--- config.mk ---
export PLATFORM = sky130hd
export DESIGN_NAME = isa_forward_decoder
export DESIGN_NICKNAME = d
export VERILOG_FILES = /design/src/core/fwd_dec_pkg.sv /design/src/core/isa_forward_decoder.sv /design/src/core/page_classifier.sv
export SDC_FILE = /design/constraint.sdc
export NUM_CORES = 1
export LEC_CHECK = 0
export ABC_AREA = 1
export BUFFER_PORTS_ARGS = -buffer_cell sky130_fd_sc_hd__buf_2
export CORE_MARGIN = 10
export CORE_UTILIZATION = 43
export DETAILED_ROUTE_END_ITERATION = 8
export PLACE_DENSITY = 0.67
export SYNTH_ARGS = -nofsm -noshare
export SYNTH_HDL_FRONTEND = slang
export SYNTH_SLANG_ARGS = --single-unit
--- constraint.sdc ---
create_clock -name sys_clk -period 3.58 [get_ports sys_clk]
set_clock_uncertainty 0.2 [all_clocks]
set_input_delay 0.537 -clock sys_clk [delete_from_list [all_inputs] [get_ports sys_clk]]
set_output_delay 0.537 -clock sys_clk [all_outputs]
set_load 0.01 [all_outputs]
--- src/core/fwd_dec_pkg.sv ---
/*
 * Constants for the ISA/DMA memory forwarding decoder: register offsets,
 * reset values, field positions, address page boundaries and decode classes.
 * Assumes byte-wide registers on a plain address/strobe port.
 */
package fwd_dec_pkg;

    // --------------------------------------------------------------------
    // Register offsets
    // --------------------------------------------------------------------
    localparam logic [7:0] OFF_CONTROL     = 8'h48;
    localparam logic [7:0] OFF_ROM_ENABLE  = 8'h49;
    localparam logic [7:0] OFF_HOLE_BOTTOM = 8'h4A;
    localparam logic [7:0] OFF_HOLE_TOP    = 8'h4B;
    localparam logic [7:0] OFF_STATUS      = 8'h5F;

    // --------------------------------------------------------------------
    // Reset values
    // --------------------------------------------------------------------
    localparam logic [7:0] RST_CONTROL     = 8'h01;
    localparam logic [7:0] RST_ROM_ENABLE  = 8'h00;
    localparam logic [7:0] RST_HOLE_BOTTOM = 8'h10;
    localparam logic [7:0] RST_HOLE_TOP    = 8'h0F;
    localparam logic [7:0] RST_STATUS      = 8'h00;

    // --------------------------------------------------------------------
    // Field positions
    // --------------------------------------------------------------------
    localparam int CTL_TOP_MSB   = 7;
    localparam int CTL_TOP_LSB   = 4;
    localparam int CTL_BLK_LOW   = 0;
    localparam int CTL_BLK_EXT   = 1;
    localparam int CTL_BLK_VIDEO = 2;
    localparam int CTL_BLK_BOOT  = 3;
    localparam int STS_HOLE_ON   = 0;
    localparam int STS_FORWARD   = 1;
    localparam int STS_CLS_LSB   = 2;
    localparam int STS_CLS_MSB   = 4;

    // --------------------------------------------------------------------
    // Address layout, pages are 64-Kbyte units on A[23:16]
    // --------------------------------------------------------------------
    localparam int ISA_ADDR_W  = 24;
    localparam int PAGE_LSB    = 16;
    localparam int MEG_LSB     = 20;
    localparam int SLICE_LSB   = 14;
    localparam logic [7:0] PG_EXT   = 8'h08;
    localparam logic [7:0] PG_VIDEO = 8'h0A;
    localparam logic [7:0] PG_ROM   = 8'h0C;
    localparam logic [7:0] PG_BOOT  = 8'h0E;
    localparam logic [7:0] PG_BIOS  = 8'h0F;
    localparam logic [7:0] PG_MEG1  = 8'h10;

    // --------------------------------------------------------------------
    // Decode classes
    // --------------------------------------------------------------------
    typedef enum logic [2:0] {
        CLS_LOW_BASE,
        CLS_LOW_EXT,
        CLS_VIDEO,
        CLS_ROM_AREA,
        CLS_BOOT_ROM,
        CLS_HIGH_BIOS,
        CLS_EXTENDED,
        CLS_ABOVE
    } cls_t;

endpackage : fwd_dec_pkg

--- src/core/isa_forward_decoder.sv ---
/*
 * Decides for each ISA master or DMA memory cycle whether it is forwarded
 * to PCI or kept on ISA, with the configuration registers behind a plain
 * address/strobe port. Assumes all inputs synchronous to sys_clk, one
 * cycle request per clock at most, and the boot ROM chip-select enable
 * supplied by the utility bus select register elsewhere in the device.
 */
// How it works
// - Control bits 7:4 set top of extended region, 1 Mbyte steps from 1 Mbyte.
// - Extended region cycles from 1 Mbyte to top go to PCI, except hole.
// - Control bits 3:0 are per-block forward enables, 1 enables.
// - Cycles into an enabled low block are forwarded to PCI, the boot ROM block only with chip select off.
// - Bits map to 0-512K, 512-640K, 640-768K video, 896-960K boot ROM.
// - Boot ROM chip select on keeps 896-960K on ISA regardless of bit 3.
// - Boot ROM chip select off forwards 896-960K only when bit 3 set.
// - Eight ROM-area enables, one per 16K slice from 768K to 896K.
// - Enabled ROM slices forward to PCI, disabled ones stay on ISA.
// - Addresses from 1 Mbyte up between hole bottom and hole top inclusive never go to PCI.
// - Hole bottom compares all eight bits against A[23:16].
// - Hole top compares against A[23:16], whole named 64K block included.
// - Hole top below hole bottom disables the hole.
// - Hole bottom resets to 10h and hole top to 0Fh.
`timescale 1ns/1ps
module isa_forward_decoder #(
    parameter int ADDR_W = 24
) (
    // Clock, reset, enable
    input  wire logic              sys_clk,
    input  wire logic              rst,
    input  wire logic              ce,
    // Register port
    input  wire logic [7:0]        reg_addr,
    input  wire logic [7:0]        reg_wdata,
    input  wire logic              reg_wr,
    input  wire logic              reg_rd,
    output logic      [7:0]        reg_rdata,
    // Boot ROM chip-select enable from elsewhere in the device
    input  wire logic              boot_rom_cs_enable,
    // Memory cycle from ISA master or DMA
    input  wire logic              cyc_valid,
    input  wire logic [ADDR_W-1:0] cyc_addr,
    // Decision, one cycle after the request
    output logic                   fwd_valid,
    output logic                   fwd_to_pci,
    output logic                   fwd_keep_isa,
    output logic      [2:0]        fwd_class
);

    // --------------------------------------------------------------------
    // Elaboration checks
    // --------------------------------------------------------------------
    if (ADDR_W < fwd_dec_pkg::ISA_ADDR_W || ADDR_W > 32) begin : g_bad_width
        $error("ADDR_W must lie between 24 and 32");
    end

    // --------------------------------------------------------------------
    // Helpers
    // --------------------------------------------------------------------
    function automatic logic in_span(input logic [7:0] v,
                                     input logic [7:0] lo,
                                     input logic [7:0] hi);
        in_span = (v >= lo) && (v <= hi);
    endfunction : in_span

    function automatic logic hole_on(input logic [7:0] lo,
                                     input logic [7:0] hi);
        hole_on = (hi >= lo);
    endfunction : hole_on

    // --------------------------------------------------------------------
    // Registers
    // --------------------------------------------------------------------
    logic [7:0] isa_forward_control;
    logic [7:0] rom_window_forward_enable;
    logic [7:0] forward_hole_bottom;
    logic [7:0] forward_hole_top;
    logic [7:0] last_status;
    logic [7:0] next_isa_forward_control;
    logic [7:0] next_rom_window_forward_enable;
    logic [7:0] next_forward_hole_bottom;
    logic [7:0] next_forward_hole_top;
    logic [7:0] next_reg_rdata;

    always_comb begin
        next_isa_forward_control       = isa_forward_control;
        next_rom_window_forward_enable = rom_window_forward_enable;
        next_forward_hole_bottom       = forward_hole_bottom;
        next_forward_hole_top          = forward_hole_top;
        next_reg_rdata                 = 8'h00;
        if (reg_wr) begin
            unique case (reg_addr)
                fwd_dec_pkg::OFF_CONTROL:     next_isa_forward_control = reg_wdata;
                fwd_dec_pkg::OFF_ROM_ENABLE:  next_rom_window_forward_enable = reg_wdata;
                fwd_dec_pkg::OFF_HOLE_BOTTOM: next_forward_hole_bottom = reg_wdata;
                fwd_dec_pkg::OFF_HOLE_TOP:    next_forward_hole_top = reg_wdata;
                default: ;
            endcase
        end
        // Unmapped offsets read as zero
        if (reg_rd) begin
            unique case (reg_addr)
                fwd_dec_pkg::OFF_CONTROL:     next_reg_rdata = isa_forward_control;
                fwd_dec_pkg::OFF_ROM_ENABLE:  next_reg_rdata = rom_window_forward_enable;
                fwd_dec_pkg::OFF_HOLE_BOTTOM: next_reg_rdata = forward_hole_bottom;
                fwd_dec_pkg::OFF_HOLE_TOP:    next_reg_rdata = forward_hole_top;
                fwd_dec_pkg::OFF_STATUS:      next_reg_rdata = last_status;
                default:                      next_reg_rdata = 8'h00;
            endcase
        end
    end

    always_ff @(posedge sys_clk or posedge rst) begin
        if (rst) begin
            isa_forward_control       <= fwd_dec_pkg::RST_CONTROL;
            rom_window_forward_enable <= fwd_dec_pkg::RST_ROM_ENABLE;
            forward_hole_bottom       <= fwd_dec_pkg::RST_HOLE_BOTTOM;
            forward_hole_top          <= fwd_dec_pkg::RST_HOLE_TOP;
            reg_rdata                 <= 8'h00;
        end else if (ce) begin
            isa_forward_control       <= next_isa_forward_control;
            rom_window_forward_enable <= next_rom_window_forward_enable;
            forward_hole_bottom       <= next_forward_hole_bottom;
            forward_hole_top          <= next_forward_hole_top;
            reg_rdata                 <= next_reg_rdata;
        end
    end

    // --------------------------------------------------------------------
    // Address decode
    // --------------------------------------------------------------------
    logic [7:0]        page;
    logic [3:0]        meg;
    logic [2:0]        slice;
    logic [ADDR_W:0]   addr_ext;
    logic              above_16m;
    logic              in_region;
    logic              in_hole;
    logic              decide_pci;
    fwd_dec_pkg::cls_t page_cls;
    fwd_dec_pkg::cls_t cls;

    assign page     = cyc_addr[fwd_dec_pkg::PAGE_LSB +: 8];
    assign meg      = cyc_addr[fwd_dec_pkg::MEG_LSB +: 4];
    assign slice    = cyc_addr[fwd_dec_pkg::SLICE_LSB +: 3];
    assign addr_ext = {1'b0, cyc_addr};
    // Bits above A23 push the address out of every decoded range
    assign above_16m = (addr_ext >> fwd_dec_pkg::ISA_ADDR_W) != '0;

    page_classifier u_page_classifier (
        .page (page),
        .cls  (page_cls)
    );

    assign cls = above_16m ? fwd_dec_pkg::CLS_ABOVE : page_cls;

    // Top code N means the region ends just below N+1 Mbytes
    assign in_region = (meg <= isa_forward_control[fwd_dec_pkg::CTL_TOP_MSB:
                                                    fwd_dec_pkg::CTL_TOP_LSB]);

    // Both limits are whole 64K pages, so the top page is covered to its last byte
    assign in_hole = hole_on(forward_hole_bottom, forward_hole_top)
                     && in_span(page, forward_hole_bottom, forward_hole_top);

    always_comb begin
        decide_pci = 1'b0;
        unique case (cls)
            fwd_dec_pkg::CLS_LOW_BASE:
                decide_pci = isa_forward_control[fwd_dec_pkg::CTL_BLK_LOW];
            fwd_dec_pkg::CLS_LOW_EXT:
                decide_pci = isa_forward_control[fwd_dec_pkg::CTL_BLK_EXT];
            fwd_dec_pkg::CLS_VIDEO:
                decide_pci = isa_forward_control[fwd_dec_pkg::CTL_BLK_VIDEO];
            fwd_dec_pkg::CLS_ROM_AREA:
                decide_pci = rom_window_forward_enable[slice];
            fwd_dec_pkg::CLS_BOOT_ROM:
                decide_pci = !boot_rom_cs_enable
                             && isa_forward_control[fwd_dec_pkg::CTL_BLK_BOOT];
            fwd_dec_pkg::CLS_HIGH_BIOS:
                decide_pci = 1'b0;
            fwd_dec_pkg::CLS_EXTENDED:
                // Hole is only looked at here, never for the low ranges
                decide_pci = in_region && !in_hole;
            fwd_dec_pkg::CLS_ABOVE:
                decide_pci = 1'b0;
        endcase
    end

    // --------------------------------------------------------------------
    // Decision register
    // --------------------------------------------------------------------
    logic       next_fwd_valid;
    logic       next_fwd_to_pci;
    logic       next_fwd_keep_isa;
    logic [2:0] next_fwd_class;
    logic [7:0] next_last_status;

    always_comb begin
        next_fwd_valid    = cyc_valid;
        next_fwd_to_pci   = cyc_valid && decide_pci;
        next_fwd_keep_isa = cyc_valid && !decide_pci;
        next_fwd_class    = cyc_valid ? cls : fwd_class;
        next_last_status  = last_status;
        next_last_status[fwd_dec_pkg::STS_HOLE_ON] =
            hole_on(forward_hole_bottom, forward_hole_top);
        if (cyc_valid) begin
            next_last_status[fwd_dec_pkg::STS_FORWARD] = decide_pci;
            next_last_status[fwd_dec_pkg::STS_CLS_MSB:fwd_dec_pkg::STS_CLS_LSB] = cls;
        end
    end

    always_ff @(posedge sys_clk or posedge rst) begin
        if (rst) begin
            fwd_valid    <= 1'b0;
            fwd_to_pci   <= 1'b0;
            fwd_keep_isa <= 1'b0;
            fwd_class    <= 3'h0;
            last_status  <= fwd_dec_pkg::RST_STATUS;
        end else if (ce) begin
            fwd_valid    <= next_fwd_valid;
            fwd_to_pci   <= next_fwd_to_pci;
            fwd_keep_isa <= next_fwd_keep_isa;
            fwd_class    <= next_fwd_class;
            last_status  <= next_last_status;
        end
    end

    logic req;
    assign req = ce && cyc_valid && !above_16m;
endmodule : isa_forward_decoder

--- src/core/page_classifier.sv ---
/*
 * Sorts a 64-Kbyte page number of an ISA memory address into its
 * decode class. Purely combinational; the caller registers the result
 * and handles addresses at or above 16 Mbytes.
 */
`timescale 1ns/1ps
module page_classifier (
    // Address page A[23:16]
    input  wire logic [7:0]          page,
    // Decode class
    output fwd_dec_pkg::cls_t        cls
);

    // --------------------------------------------------------------------
    // Page ranges, lowest first
    // --------------------------------------------------------------------
    always_comb begin
        if (page < fwd_dec_pkg::PG_EXT) begin
            cls = fwd_dec_pkg::CLS_LOW_BASE;
        end else if (page < fwd_dec_pkg::PG_VIDEO) begin
            cls = fwd_dec_pkg::CLS_LOW_EXT;
        end else if (page < fwd_dec_pkg::PG_ROM) begin
            cls = fwd_dec_pkg::CLS_VIDEO;
        end else if (page < fwd_dec_pkg::PG_BOOT) begin
            cls = fwd_dec_pkg::CLS_ROM_AREA;
        end else if (page < fwd_dec_pkg::PG_BIOS) begin
            cls = fwd_dec_pkg::CLS_BOOT_ROM;
        end else if (page < fwd_dec_pkg::PG_MEG1) begin
            cls = fwd_dec_pkg::CLS_HIGH_BIOS;
        end else begin
            cls = fwd_dec_pkg::CLS_EXTENDED;
        end
    end

endmodule : page_classifier

Word-level counts from Yosys, hierarchy flattened
Index checks and enable logic that the tools add are counted.
Operators by class
  magnitude comparators: 11
  eq/ne operators: 12
  multiplexer cells: 11
  reduce and logical (&&, ||, !) cells: 16
Operator list (count)
  $eq A8 B7 Y1 const B: 5
  $lt A8 B4 Y1 const B: 5
  $pmux W8 S5: 1
  $ge A8 B8 Y1: 2
  $mux W3: 5
  $eq A3 B3 Y1 const B: 4
  $reduce_and A3 Y1: 4
  $le A8 B8 Y1: 1
  $lt A8 B5 Y1 const B: 1
  $mux W8: 1
  $pmux W1 S7: 1
  $eq A3 B2 Y1 const B: 2
  $logic_and A1 B1 Y1: 6
  $le A4 B4 Y1: 1
  $lt A3 B4 Y1 const B: 1
  $bmux W1 S3: 1
  $eq A3 B1 Y1 const B: 1
  $logic_not A1 Y1: 3
  $logic_not A3 Y1: 1
  $mux W2: 1
  $reduce_and A2 Y1: 1
  $reduce_or A2 Y1: 1
  $mux W1: 1
Storage, ports and cells
  flip-flop bits (word level): 51
  input bits: 47
  output and inout bits: 14
  logic and storage cells: 61

Depth between registers and ports, before layout
  word-level depth: 12
  depth in mapped cells: 17
  mapped depth without buffers: 17

By module
Synthesis repeated with hierarchy kept, for this count alone.
Second synthesis, totals
  cells, all modules: 412
  area, all modules: 3193.1 µm²
By module, submodules not included
  isa_forward_decoder: times used 1, cells an instance 399, area an instance 3136.8 µm²
  page_classifier: times used 1, cells an instance 13, area an instance 56.3 µm²

Worst setup path before layout
No wires, ideal clock.
  kind: input port to flip-flop
  from: input port cyc_addr[23]
  to: register fwd_to_pci
  library setup time: 0.118 ns
  arrival: 1.527 ns
  path slack: 1.735 ns
  cell stages on the path: 12
  cell sequence: ha_1 -> a21o_1 -> nor2_1 -> nand2_1 -> nand2_1 -> nand3_1 -> nand2_1 -> nand2_1 -> nand2_1 -> nand2_1 -> nand2_1 -> nand2_1
On the way
  word-level cells in the longest chain between the ends: 11
Ends and longest elaborated chain
  from (decl): line isa_forward_decoder.sv:41  | input wire logic [ADDR_W-1:0] cyc_addr,
  $lt A8 B5 Y1: line page_classifier.sv:28  | end else if (page < fwd_dec_pkg::PG_MEG1) begin
  $mux W2: line page_classifier.sv:28
  $mux W3: line page_classifier.sv:26  | end else if (page < fwd_dec_pkg::PG_BIOS) begin
  $mux W3: line page_classifier.sv:24  | end else if (page < fwd_dec_pkg::PG_BOOT) begin
  $mux W3: line page_classifier.sv:22  | end else if (page < fwd_dec_pkg::PG_ROM) begin
  $mux W3: line page_classifier.sv:20  | end else if (page < fwd_dec_pkg::PG_VIDEO) begin
  $mux W3: line page_classifier.sv:18  | if (page < fwd_dec_pkg::PG_EXT) begin
  $eq A3 B3 Y1: line isa_forward_decoder.sv:166  | unique case (cls)
  $reduce_or A2 Y1 (no line)
  $pmux W1 S7 *: line isa_forward_decoder.sv:166
  $logic_and A1 B1 Y1 *: line isa_forward_decoder.sv:199  | next_fwd_to_pci = cyc_valid && decide_pci;
  to (signal assigned): line isa_forward_decoder.sv:220  | fwd_to_pci <= next_fwd_to_pci;
  to (decl): line isa_forward_decoder.sv:44  | output logic fwd_to_pci,
Every way passes the cells marked *; elsewhere a longest branch is shown, timed or not.
A chain may end at the register's enable or synchronous reset.

Worst setup path in the final report
  from: register forward_hole_bottom[4]
  to: register last_status[1]
On the way
  word-level cells in the longest chain between the ends: 6
Ends and longest elaborated chain
  from (decl): line isa_forward_decoder.sv:75  | logic [7:0] forward_hole_bottom;
  from (signal assigned): line isa_forward_decoder.sv:116  | forward_hole_bottom <= fwd_dec_pkg::RST_HOLE_BOTTOM;
  from (signal assigned): line isa_forward_decoder.sv:122  | forward_hole_bottom <= next_forward_hole_bottom;
  $ge A8 B8 Y1: line isa_forward_decoder.sv:62  | in_span = (v >= lo) && (v <= hi);
  $logic_and A1 B1 Y1: line isa_forward_decoder.sv:62
  $logic_and A1 B1 Y1 *: line isa_forward_decoder.sv:162  | && in_span(page, forward_hole_bottom, forward_hole_top);
  $logic_not A1 Y1 *: line isa_forward_decoder.sv:182  | decide_pci = in_region && !in_hole;
  $logic_and A1 B1 Y1 *: line isa_forward_decoder.sv:182
  $pmux W1 S7 *: line isa_forward_decoder.sv:166
  to (signal assigned): line isa_forward_decoder.sv:217  | last_status <= fwd_dec_pkg::RST_STATUS;
  to (signal assigned): line isa_forward_decoder.sv:223  | last_status <= next_last_status;
  to (decl): line isa_forward_decoder.sv:77  | logic [7:0] last_status;
Marks and branches as above.

==> reports/metrics.yaml <==
status: "finished, final reports clean"
grt_max_degree: 49
avgSynthCellArea_sq_um: 7.90
stdcell_area_sq_um: 3570
synth-xor-area-share_pct: 0
cts_max_level: 2
cts_tree: "yes"
place_hpwl_um: 6260
ir_drop_uv: 143
core.rowCount: 31
synth.area.top_cells: "dfrtp_1 33%, nand2_1 13%, ha_1 11%, inv_1 7.0%, o21ai_2 6.6%"
worstHoldPathType: "in2async"
netlist_instances: 403
post_cts_buffers: 0
dp_slack_ps: 1370
synth_top_family_by_area: "simple AND/OR/NAND/NOR gates"
synthSimpleGateAreaFrac_pct: 24.8
maxCapViolCount: 0
cp-start-kind: "flop"
postPlaceCellArea_sq_um: 3470
place_congestion: 0.967
leakagePower_nw: 1.82
grt_pass1_wl_um: 13100
worstReg2RegEnd: "last_status[1]"
setup-violations-final: 0
yosys.area.top_type: "dfrtp_1"
antenna_cells: 0
die_h_um: 106
synthToLayoutAreaGrowth_pct: 12.0
dp.cells: 540
first_pass_iters: 5
initial_core_util_pct: 44.1
synth_cell_types: 35
r2r_slack_ps: 1510
drive_above_1_share_pct: 24.3
hold_viol_final: 0
finalPower_mw: 1.09
cts-buffers-inserted: 5
via_count: 2705
path_clk_slew_ps: 90
die_area_sq_um: 11200
final_cells: 548
final-max-slew-violation-count: 0
end_kind: "flop"
synth_compound_area_share_pct: 16.5
async_flop_share_pct: 100
clock_path_buffers: 2
critPathArrivalTime_ps: 2070
cts_hold_buf: 0
rsz0062_at_grt: "false"
ys_ff_latch: 48
grt_usage_pct: 14.3
drc: 0
yosys.area.top_type_share_pct: 33.0
wl_per_cell_um: 14.4
finalSetupTns_ps: 0
clkLatencyLatePin_ps: 310
worstMarginPinSlew_ps: 1020
p_per_area_nw_per_um2: 306
synth_ff_type: "dfrtp_1"
path_max_fanout: 3
crit_type: "reg2reg"
required_ps: 3580
ant_nets: 0
reg2reg_from: "forward_hole_bottom[4]"
post_cts_resized: 0
yosysMostFrequentCell: "nand2_1"
slew_headroom_pct: 32.2
fin_ws_ps: 1510
layout.nets: 523
first_iter_violations: 104
io_buffers: 46
coreArea_sq_um: 7210
fmax_mhz: 483
whs_ps: 269
drt_wl_total_um: 7870
final_util_pct: 49.4
syn_area_sq_um: 3180
period_share_pct: 57.8
synth_nets: 478
ioPinCount: 61
gr-total-overflow: 0
synthMuxAreaShare_pct: 0
ys_seq_area_share_pct: 38.0
cts-root-buf: "clkbuf_8"
period_minus_slack_ps: 2070
synth_fa_ha_area_share_pct: 11.0
viasPerCell: 4.94
synth_edf_count: 0
synth_top_cells_by_count: "113 x nand2_1, 59 x inv_1, 42 x dfrtp_1"
antenna_found_initial: 0
r2r_cells: 13
yosys_warnings: 0
die_w_um: 106
grt_pass1_vias: 2670
clock-sinks: 48
==> worst max-delay path, cell delays in order (launching register included) <==
cell,delay (ps)
dfstp_2,540
inv_1,70
ha_1,280
nand2_1,40
nor2_1,130
nand4_1,90
nand3_1,140
nand3_1,90
nand2_1,90
nand2_1,60
nand2_1,70
nand2_1,50
nand2_1,70
nand2_1,50
==> worst max-delay path by stage <==
stage,slack [ps],end,cells after the start,from
2_1_floorplan,1710,forward_hole_bottom[0],1,rst
3_5_place_dp,1370,last_status[1],13,cyc_addr[23]
5_1_grt,1230,fwd_to_pci,13,forward_hole_bottom[4]
6_report,1510,last_status[1],13,forward_hole_bottom[4]
4_1_cts,1510,last_status[1],13,forward_hole_bottom[4]
3_3_place_gp,1390,fwd_to_pci,13,cyc_addr[23]
==> state kept, by name, indices dropped and copies added, names as in the netlist <==
name and flops:
rom_window_forward_enable 8, fwd_to_pci 1, reg_rdata 8, fwd_keep_isa 1
last_status 2, forward_hole_bottom 8, isa_forward_control 8, fwd_class 3
forward_hole_top 8, fwd_valid 1
==> cell usage in the layout (no fill, tap or decap), types with 3 or more instances in the layout <==
cell type / instances
nor2_1: 22
a21oi_1: 10
nand2_2: 7
nand3_2: 3
dfrtp_1: 42
o21ai_0: 9
ha_1: 28
buf_2: 46
nand4_1: 3
o21ai_2: 24
inv_1: 58
o21ai_1: 21
o22ai_1: 6
nand2_1: 113
nor3b_1: 4
nand3_1: 12
inv_2: 5
clkbuf_8: 6
dfstp_2: 6
o221ai_1: 3
==> layout make-up <==
type                    count  area (sq um)
fillers                   775          3650
multi-input cells         282          1660
well taps                  99           124
inverters                  65           246
flip-flops and latches     48          1210
clock inverters             1          7.51
repair buffers             46           230
clock buffers               7          86.3
==> cells by family after synthesis <==
family,count (synthesis)
AOI/OAI and AO/OA,80
buffers and inverters,73
DFF,48
adders and majority gates,28
and+or+nand+nor,174
==> per-layer routing <==
layer / share of wire, % / up-vias / routed length (um) / GRT usage [%]
met3: 4.9 / 10 / 384 / 3.50
li1: - / 1393 / - / -
met5: 0 / - / 0 / 0
met2: 46 / 56 / 3620 / 22.1
met4: 1.6 / 0 / 126 / 5.42
met1: 48 / 1246 / 3740 / 18.8
==> report_power, final <==
part | leakage (nW) | internal (mW) | total [mW] | switching, mW
combinational | 1.14 | 0.0634 | 0.174 | 0.110
clock | 0.0445 | 0.157 | 0.344 | 0.186
sequential | 0.634 | 0.562 | 0.576 | 0.0133
No activity file was read; power rests on OpenSTA's default activity.
